===== src/nvsc_map.svh =====
// timing counts and key addresses for the shadow-memory host controller
`ifndef NVSC_MAP_SVH
`define NVSC_MAP_SVH
`define NVSC_CLK_PERIOD_NS 5
`define NVSC_CYCLE_NS 45
`define NVSC_CYCLE_CLKS ((`NVSC_CYCLE_NS + `NVSC_CLK_PERIOD_NS - 1) / `NVSC_CLK_PERIOD_NS)
`define NVSC_STORE_DURATION_MS 10
`define NVSC_STORE_CLKS (`NVSC_STORE_DURATION_MS * 1000000 / `NVSC_CLK_PERIOD_NS)
`define NVSC_RECALL_DURATION_US 20
`define NVSC_RECALL_CLKS (`NVSC_RECALL_DURATION_US * 1000 / `NVSC_CLK_PERIOD_NS)
`define NVSC_RESTORE_DURATION_US 550
`define NVSC_RESTORE_CLKS (`NVSC_RESTORE_DURATION_US * 1000 / `NVSC_CLK_PERIOD_NS)
`define NVSC_KEY0 14'h0e38
`define NVSC_KEY1 14'h31c7
`define NVSC_KEY2 14'h03e0
`define NVSC_KEY3 14'h3c1f
`define NVSC_KEY4 14'h303f
`define NVSC_KEY_STORE 14'h0fc0
`define NVSC_KEY_RECALL 14'h0c63
`endif


===== src/nvsc_pkg.sv =====
// types for the shadow-memory host controller
package nvsc_pkg;
  typedef enum logic [2:0] {
    nvsc_cmd_read = 3'h0,
    nvsc_cmd_write = 3'h1,
    nvsc_cmd_store = 3'h2,
    nvsc_cmd_recall = 3'h3
  } nvsc_cmd_type;
  typedef struct packed {
    nvsc_cmd_type cmd;
    logic [14:0] addr;
    logic [7:0] data;
  } nvsc_req_type;
  typedef struct packed {
    logic chip_select_n;
    logic output_enable_n;
    logic write_strobe_n;
    logic [14:0] byte_address;
  } nvsc_bus_type;
endpackage


===== src/nvsc_host.sv =====
// host bus controller driving the shadow-backed static memory
`timescale 1ns/10ps
`default_nettype none
`include "nvsc_map.svh"
// Operation
// - address stable from before write until strobe rises
// - host keeps output enable high through every write
// - store key: six reads 0e38 31c7 03e0 3c1f 303f 0fc0
// - recall key: same five keys, then 0c63
// - each key is its own select-framed read
// - key accesses are reads; output enable held high
// - select and strobe inactive until power-up recall ends
// - write strobe high throughout all key accesses
module nvsc_host #(
  parameter int STORE_CLKS = `NVSC_STORE_CLKS,
  parameter int RECALL_CLKS = `NVSC_RECALL_CLKS,
  parameter int RESTORE_CLKS = `NVSC_RESTORE_CLKS
) (
  input wire logic core_clk,
  input wire logic reset,
  input wire logic req_valid,
  input wire nvsc_pkg::nvsc_req_type req,
  output logic req_ready,
  output logic rsp_valid,
  output logic [7:0] rsp_data,
  output logic store_refused,
  input wire logic supply_good,
  output nvsc_pkg::nvsc_bus_type bus,
  input wire logic [7:0] shared_data_lines_in,
  output logic [7:0] shared_data_lines_out,
  output logic shared_data_lines_oe_n
);
  typedef enum logic [5:0] {
    st_power = 6'h01,
    st_idle = 6'h02,
    st_access = 6'h04,
    st_gap = 6'h08,
    st_busy = 6'h10,
    st_key = 6'h20
  } nvsc_state_type;

  localparam int CW = 24;
  localparam logic [CW-1:0] ACCESS_CNT = CW'(`NVSC_CYCLE_CLKS);

  nvsc_state_type state;
  nvsc_pkg::nvsc_cmd_type cmd;
  logic [2:0] key_index;
  logic supply_seen;
  logic wait_load;
  logic [CW-1:0] wait_count;
  logic wait_done;
  logic [13:0] key_addr;

  nvsc_wait #(.WIDTH(CW)) timer (
    .core_clk(core_clk),
    .reset(reset),
    .load(wait_load),
    .count(wait_count),
    .done(wait_done)
  );

  always_comb begin
    unique case (key_index)
      3'h0: key_addr = `NVSC_KEY0;
      3'h1: key_addr = `NVSC_KEY1;
      3'h2: key_addr = `NVSC_KEY2;
      3'h3: key_addr = `NVSC_KEY3;
      3'h4: key_addr = `NVSC_KEY4;
      // sixth key picks store or recall
      default: key_addr = (cmd == nvsc_pkg::nvsc_cmd_store) ? `NVSC_KEY_STORE
                                                              : `NVSC_KEY_RECALL;
    endcase
  end

  // timer loads on entry to every timed phase
  always_comb begin
    wait_load = 1'b0;
    wait_count = ACCESS_CNT;
    unique case (state)
      st_power: begin
        wait_load = !supply_seen && supply_good;
        wait_count = CW'(RESTORE_CLKS);
      end
      st_idle: begin
        wait_load = req_valid && !(req.cmd == nvsc_pkg::nvsc_cmd_store && !supply_good);
      end
      st_access: begin
        wait_load = wait_done;
        wait_count = ACCESS_CNT;
      end
      st_gap: begin
        wait_load = wait_done && key_index == 3'h5;
        wait_count = (cmd == nvsc_pkg::nvsc_cmd_store) ? CW'(STORE_CLKS) : CW'(RECALL_CLKS);
      end
      st_key: begin
        wait_load = 1'b1;
      end
      st_busy: begin
        wait_load = 1'b0;
      end
    endcase
  end

  // sequencing of phases
  always_ff @(posedge core_clk or posedge reset) begin
    if (reset) begin
      state <= st_power;
      supply_seen <= 1'b0;
      cmd <= nvsc_pkg::nvsc_cmd_read;
      key_index <= 3'h0;
    end else begin
      unique case (state)
        // wait for restore after supply good
        st_power: begin
          if (!supply_seen && supply_good) begin
            supply_seen <= 1'b1;
          end else if (supply_seen && wait_done) begin
            state <= st_idle;
          end
        end
        st_idle: begin
          key_index <= 3'h0;
          if (req_valid && !(req.cmd == nvsc_pkg::nvsc_cmd_store && !supply_good)) begin
            cmd <= req.cmd;
            state <= st_access;
          end
        end
        st_access: begin
          if (wait_done) begin
            state <= st_gap;
          end
        end
        st_gap: begin
          if (wait_done) begin
            if (cmd == nvsc_pkg::nvsc_cmd_store || cmd == nvsc_pkg::nvsc_cmd_recall) begin
              // keys issued in order, a timed gap with select high between each
              if (key_index == 3'h5) begin
                state <= st_busy;
              end else begin
                key_index <= key_index + 3'h1;
                state <= st_key;
              end
            end else begin
              state <= st_idle;
            end
          end
        end
        st_key: begin
          state <= st_access;
        end
        // host idles through store or recall
        st_busy: begin
          if (wait_done) begin
            state <= st_idle;
          end
        end
        default: state <= st_idle;
      endcase
    end
  end

  // bus pins: select framed per access so each key is its own read
  always_ff @(posedge core_clk or posedge reset) begin
    if (reset) begin
      bus.chip_select_n <= 1'b1;
      bus.output_enable_n <= 1'b1;
      bus.write_strobe_n <= 1'b1;
      bus.byte_address <= 15'h0000;
      shared_data_lines_out <= 8'h00;
      shared_data_lines_oe_n <= 1'b1;
    end else begin
      bus.chip_select_n <= !(state == st_access && !wait_done);
      // keys use output enable high, high during writes too
      bus.output_enable_n <= !(state == st_access && !wait_done &&
                               cmd == nvsc_pkg::nvsc_cmd_read);
      // strobe low only for write; high for keys
      bus.write_strobe_n <= !(state == st_access && !wait_done &&
                              cmd == nvsc_pkg::nvsc_cmd_write);
      // address settles a cycle before select falls
      if (state == st_idle && req_valid) begin
        // full address for plain accesses, first key otherwise
        if (req.cmd == nvsc_pkg::nvsc_cmd_read || req.cmd == nvsc_pkg::nvsc_cmd_write) begin
          bus.byte_address <= req.addr;
        end else begin
          bus.byte_address <= {1'b0, `NVSC_KEY0};
        end
        shared_data_lines_out <= req.data;
      end else if (state == st_key || (state == st_access && wait_load == 1'b0 &&
                   cmd != nvsc_pkg::nvsc_cmd_read && cmd != nvsc_pkg::nvsc_cmd_write)) begin
        // key address in low 14 bits
        bus.byte_address <= {1'b0, key_addr};
      end
      // data driven until strobe has risen
      shared_data_lines_oe_n <= !(state == st_access && cmd == nvsc_pkg::nvsc_cmd_write);
    end
  end

  // response path
  always_ff @(posedge core_clk or posedge reset) begin
    if (reset) begin
      rsp_valid <= 1'b0;
      rsp_data <= 8'h00;
      store_refused <= 1'b0;
      req_ready <= 1'b0;
    end else begin
      // sample the byte at end of the read
      rsp_valid <= state == st_access && wait_done && cmd == nvsc_pkg::nvsc_cmd_read;
      if (state == st_access && wait_done && cmd == nvsc_pkg::nvsc_cmd_read) begin
        rsp_data <= shared_data_lines_in;
      end
      store_refused <= state == st_idle && req_valid &&
                       req.cmd == nvsc_pkg::nvsc_cmd_store && !supply_good;
      // no request taken until power-up recall done
      req_ready <= (state == st_gap && wait_done && key_index != 3'h5 &&
                    (cmd == nvsc_pkg::nvsc_cmd_read || cmd == nvsc_pkg::nvsc_cmd_write)) ||
                   (state == st_busy && wait_done) ||
                   (state == st_power && supply_seen && wait_done) ||
                   (state == st_idle && !req_valid);
    end
  end
endmodule
`default_nettype wire


===== src/nvsc_wait.sv =====
// down counter that times a bus phase or a nonvolatile busy period
`timescale 1ns/10ps
`default_nettype none
module nvsc_wait #(
  parameter int WIDTH = 24
) (
  input wire logic core_clk,
  input wire logic reset,
  input wire logic load,
  input wire logic [WIDTH-1:0] count,
  output logic done
);
  logic [WIDTH-1:0] remain;
  always_ff @(posedge core_clk or posedge reset) begin
    if (reset) begin
      remain <= '0;
    end else if (load) begin
      remain <= count;
    end else if (remain != '0) begin
      remain <= remain - 1'b1;
    end
  end
  // done must not look at load: callers derive load from done
  assign done = (remain == '0);
endmodule
`default_nettype wire


===== config.mk =====
export PLATFORM = sky130hd
export DESIGN_NAME = nvsc_host
export DESIGN_NICKNAME = d
export VERILOG_FILES = /design/src/nvsc_pkg.sv /design/src/nvsc_host.sv /design/src/nvsc_wait.sv
export VERILOG_INCLUDE_DIRS = /design/src
export SDC_FILE = /design/constraint.sdc
export NUM_CORES = 1
export LEC_CHECK = 0
export BUFFER_PORTS_ARGS = -buffer_cell sky130_fd_sc_hd__buf_2
export CAP_MARGIN = 10
export CORE_UTILIZATION = 60
export CTS_BUF_LIST = sky130_fd_sc_hd__clkbuf_4
export DETAILED_ROUTE_END_ITERATION = 8
export GPL_TIMING_DRIVEN = 1
export PLACE_DENSITY_LB_ADDON = 0.1
export SYNTH_ARGS = -nofsm -noshare
export SYNTH_HDL_FRONTEND = slang
export SYNTH_SLANG_ARGS = --single-unit

===== constraint.sdc =====
create_clock -name core_clk -period 4.8 [get_ports core_clk]
set_input_delay 0.96 -clock core_clk [delete_from_list [all_inputs] [get_ports core_clk]]
set_output_delay 0.96 -clock core_clk [all_outputs]
set_load 0.01 [all_outputs]

After elaboration in Yosys (flattened, before gate mapping)
Index checks and enable logic that the tools add are counted.
{"block": "classes", "add_sub_neg": 2, "n_eq_ne": 26, "mux": 23, "bitwise_logic": 1, "reduce_logical": 53}
{"op": "$pmux W14 S5", "n": 1}
{"op": "$mux W24", "n": 2}
{"op": "$mux W6", "n": 8}
{"op": "$mux W15", "n": 3}
{"op": "$pmux W21 S2", "n": 1}
{"op": "$pmux W6 S6", "n": 1}
{"op": "$logic_and A1 B1 Y1", "n": 24}
{"op": "$logic_not A24 Y1", "n": 1}
{"op": "$reduce_bool A24 Y1", "n": 1}
{"op": "$sub A24 B1 Y24 const B", "n": 1}
{"op": "$mux W21", "n": 1}
{"op": "$ne A2 B2 Y1 const B", "n": 8}
{"op": "$eq A3 B2 Y1 const B", "n": 5}
{"op": "$mux W10", "n": 1}
{"op": "$eq A3 B1 Y1 const B", "n": 3}
{"op": "$logic_not A1 Y1", "n": 9}
{"op": "$logic_not A3 Y1", "n": 3}
{"op": "$mux W3", "n": 3}
{"op": "$logic_or A1 B1 Y1", "n": 7}
{"op": "$eq A3 B3 Y1 const B", "n": 2}
{"op": "$eq A6 B1 Y1 const B", "n": 1}
{"op": "$eq A6 B2 Y1 const B", "n": 1}
{"op": "$eq A6 B3 Y1 const B", "n": 1}
{"op": "$eq A6 B4 Y1 const B", "n": 1}
{"op": "13 further kinds", "n": 16}
{"block": "totals", "regBits": 75, "input_bits": 38, "out_inout_bits": 38, "wordCells": 120}

Depth between registers and ports, before layout
{"block": "logic_depth", "word_depth": 12, "depth_mapped": 8, "ltp_nobuf": 8}

Cells and area by module
A second synthesis with hierarchy kept.
{"block": "unflattened", "hier_cells": 429, "area_unflattened_um2": 4265.3}
{"module": "nvsc_host", "n_inst": 1, "cells_each": 251, "area_per_inst_um2": 2683.8, "seq_area_each_um2": 1282.5}
{"module": "nvsc_wait", "n_inst": 1, "cells_each": 178, "area_per_inst_um2": 1581.5, "seq_area_each_um2": 600.6}

Worst setup path before layout
Ideal clock, no wire load.
{"block": "synth_timing", "kind": "in2reg", "from": "input port req[25] (netlist name)", "to": "register timer.remain[19]", "setup_time_ps": 95, "arrival_ps": 2815, "t_required_ps": 4705, "path_slack_ps": 1890, "path_stages": 7, "path_buffers": 1, "path_cell_list": "or4b_2 > nand3_1 > o2111ai_1 > o21ai_1 > clkbuf_1 > nand3_1 > o31ai_1"}
{"block": "synth_between", "elab_chain_cells": 6, "word_cells_on_any_way": 7, "cone_classes": "eq/ne: 1; mux: 2; reduce/logical: 4"}
{"item": "from (decl)", "line": "nvsc_host.sv:22", "text": "input wire nvsc_pkg::nvsc_req_type req,"}
{"item": "$eq A3 B2 Y1 (*)", "line": "nvsc_host.sv:85", "text": "wait_load = req_valid && !(req.cmd == nvsc_pkg::nvsc_cmd_store && !supply_good);"}
{"item": "$logic_and A1 B1 Y1 (*)", "line": "nvsc_host.sv:85"}
{"item": "$logic_not A1 Y1 (*)", "line": "nvsc_host.sv:85"}
{"item": "$logic_and A1 B1 Y1 (*)", "line": "nvsc_host.sv:85"}
{"item": "$pmux W1 S6 (*)", "line": "nvsc_host.sv:79", "text": "unique case (state)"}
{"item": "$mux W24 or $reduce_bool A2 Y1 (tied branches)"}
{"item": "to (signal assigned)", "line": "nvsc_wait.sv:18", "text": "remain <= count;"}
{"item": "to (signal assigned)", "line": "nvsc_wait.sv:20", "text": "remain <= remain - 1'b1;"}
{"item": "to (decl)", "line": "nvsc_wait.sv:13", "text": "logic [WIDTH-1:0] remain;"}
Every way passes the cells marked *; elsewhere a longest branch is shown, timed or not.
A chain may end at the register's enable or synchronous reset.

Worst setup path after layout
{"block": "layout_timing", "from": "register timer.remain[10]", "to": "register state[0]"}
{"block": "layout_between", "elab_chain_cells": 4, "word_cells_on_any_way": 7, "cone_classes": "eq/ne: 4; reduce/logical: 3"}
{"item": "$logic_not A24 Y1 (*)", "line": "nvsc_wait.sv:24", "text": "assign done = (remain == '0);"}
{"item": "$logic_and A1 B1 Y1", "line": "nvsc_host.sv:117", "text": "end else if (supply_seen && wait_done) begin"}
{"item": "$ne A2 B2 Y1 (no line)"}
{"item": "$reduce_and A6 Y1 (no line) (*)"}
{"item": "to (signal assigned)", "line": "nvsc_host.sv:118", "text": "state <= st_idle;"}
{"item": "to (signal assigned)", "line": "nvsc_host.sv:125", "text": "state <= st_access;"}
{"item": "to (signal assigned)", "line": "nvsc_host.sv:130", "text": "state <= st_gap;"}
{"item": "to (decl)", "line": "nvsc_host.sv:45", "text": "nvsc_state_type state;"}
Marked as above.

==> summary.md <==
| Metric | Value |
|---|---|
| Outcome | `finished clean` |
| Total CTS buffers | `9` |
| # resized after CTS | `0` |
| Antenna violations before repair | `0` |
| Die area | `6630 um2` |
| CP Launch Type | `register` |
| CP Buf/Inv Count | `0` |
| Longest Clk Path Bufs | `2` |
| Clk Latency, worst-skew pair | `420 ps` |
| H-tree levels | `3` |
| Post-synth EDFFs | `0` |
| Top-level port count | `76` |
| # diodes | `0` |
| Crit Path Category | `reg -> reg` |
| Final hold viol count | `0` |
| Final period util | `0.651` |
| R2r setup slk | `1670 ps` |
| Root Buffer | `clkbuf_4` |
| GR Util All Layers | `0.283` |
| # port buffers | `between 70 and 80` |
| Fmax | `320 MHz` |
| Crit-path max FO | `14` |
| Cell area after synthesis | `3780 um2` |
| Yosys top cell area share | `0.463` |
| Netlist cell types | `between 40 and 50` |
| DR DRC count | `0` |
| Fin. max-slew vios | `0` |
| ANT nets after route | `0` |
| Die Span Y | `81.4 um` |
| RSZ-0062 raised after global routing | `no` |
| Starting Density | `0.632` |
| Vias | `3,291` |
| Worst-Margin Slew | `1030 ps` |
| Layout cells sized above 1 | `0.234` |
| VDD IR-drop max | `0.000307 V` |
| Drt pass-1 iters | `5` |
| Cell accounting for the most synthesized area | `dfrtp_1` |
| Core Area | `5990 um2` |
| Critical path endpoint category | `register` |
| Seq cells post-synth | `75` |
| Hold crit path type | `reg -> reg` |
| Top_reg_cell synth | `dfrtp_1` |
| First-pass GRT wire length | `14.1 mm` |
| Ranking of synthesized cells by area | `dfrtp_1, nor2_1, nand2_1` |
| Dpl ws | `1280 ps` |
| Clock skew | `20.1 ps` |
| Post-DR vias/cell | `5.85` |
| Iter 0 DRT Violations | `around 220` |
| Critical-path top delay cell | `or4_1` |
| Power Density | `roughly 550 nW/um2` |
| LEAKAGE | `1.98 nW` |
| Worst Path Arrival | `3490 ps` |
| Vias in the first global route | `3,068` |
| # rows | `28` |
| GPL Wtd Cong | `0.917` |
| Yosys warnings | `0` |
| Synth Area per Inst | `9.12 um2` |
| Critical Path, Cell by Cell | `or4_4, or4_1, or4_1, a2bb2oi_1, a21o_1, and2_1` |
| Routed len/inst | `roughly 16 um` |
| Final min period | `3130 ps` |
| Clk slew on worst S/H paths | `roughly 130 ps` |
| Post-detailed-routing wire length | `8.80 mm` |
| Max_cap viols | `0` |
| TritonCTS clock tree | `built` |
| Global route total overflow | `0` |
| Synth Instances | `415` |
| Syn nets | `460` |
| Top Family by Delay on Critical Path | `simple AND/OR/NAND/NOR gates` |
| Max stage delay on crit path | `just over 800 ps` |
| Asr flop ratio synth | `1.00` |
| Setup_tns | `0 ps` |
| Setup violators final | `0` |
| Rel. slew slack | `0.308` |
| Synthesis-to-layout area growth | `15.0%` |
| Most Frequent Cell on Critical Path | `or4_1` |
| Setup bufs post-CTS | `0` |
| Largest net degree at the start of global routing | `46` |
| Hold Buf Count CTS | `0` |
| Num Clock Sinks | `75` |
| Req. time, crit path | `around 5200 ps` |
| Seq/Total Area, Yosys | `0.498` |
| DIE WIDTH | `~81 um` |
| Nets | `528` |
| Final setup margin | `1670 ps` |
| DPL Wire Length | `6.41 mm` |
## where the power goes
| group | switching, W | internal (W) |
|---|---|---|
| Sequential | 0.000157 | 0.000825 |
| Combinational | 0.000622 | 0.000390 |
| Clock | 0.000245 | 0.000161 |
| Total | 0.00102 | 0.00138 |
## metal layers
layer,vias up,wire [um],track usage
li1,1596,-,-
met1,1565,3660,0.353
met2,113,4590,0.479
met3,17,414,0.0467
met4,0,141,0.134
met5,-,0,0
## state kept, by name (all words and copies together), names as in the netlist
register and cells:
cmd 3, timer.remain 24, rsp_data 8, key_index 3
req_ready 1, state 6, shared_data_lines_oe_n 1, rsp_valid 1
supply_seen 1, store_refused 1, bus 18, shared_data_lines_out 8
## area by class of cell
class,instances,area [um2]
Sequential cell,75,1880
Multi-Input combinational cell,308,1800
Fill cell,455,1640
Timing Repair Buffer,77,390
Tap cell,75,93.8
Clock inverter,7,75.1
Clock buffer,9,67.6
Inverter,12,45.0
## final timing paths
kind,from,endpoint,cells after the start
worst max-delay path,timer.remain[10],state[0],6
worst min-delay path,shared_data_lines_out[2],shared_data_lines_out[2],2
worst max register to register,timer.remain[10],state[0],6
worst min register to register,shared_data_lines_out[2],shared_data_lines_out[2],2
max in group asynchronous,reset,bus[16],3
min in group asynchronous,reset,rsp_data[6],2
## tightest hold or removal path, cell delays in order, from the launching register on
cell and delay, ps:
dfrtp_1 370, nand2_1 50, nand2_1 50
## metrics by stage
stage	power (W)	cell area, um2	instances	util	hold WS (ps)
6_report	0.00240	4350	563	0.727	492
5_1_grt	0.00259	4350	563	0.727	519
4_1_cts	0.00240	4350	563	0.727	495
3_5_place_dp	0.00199	4210	547	0.703	463
3_3_place_gp	0.00195	4210	547	0.703	454
2_1_floorplan	0.00171	3780	415	-	443
## logic make-up after synthesis
family	synth area share
XOR/XNOR	0.0556
AO/OA/AOI/OAI	0.133
AND/OR/NAND/NOR	0.235
flip-flops	0.498
buffers and inverters	0.0324
adder cells (fa/ha/maj)	0.0231
multiplexers	0.0238
## placed cells by master, fill, tap and decap left out, types with 13 or more instances in the layout
master / n
nor3_1: 15
nand3_1: 14
dfrtp_1: 70
buf_2: 75
a21oi_1: 36
nor2_1: 52
xor2_1: 13
nand2_1: 49
o21ai_0: 22
## Yosys cell counts, types with 2 or more instances
library cell and n:
nor3_1 15, nand3_1 14, nor4_1 9, dfrtp_1 70, or3_1 4, o22ai_1 6, a22o_1 2, inv_1 12
nand3b_1 2, nand2b_1 5, clkbuf_1 18, nand2_1 49, mux2_2 8, nor2b_1 2, a31oi_1 4, o31ai_1 3
and2_1 6, a21oi_1 36, and3_1 3, nand4_1 3, buf_2 2, xnor2_1 11, xor2_1 13, dfstp_2 5
or4_1 4, o21a_1 2, nor2_1 52, ha_1 7, nand4b_1 2, o21ai_0 22, or2_2 3, nor4b_1 4
a211oi_1 3
(Power assumes the default switching activity.)
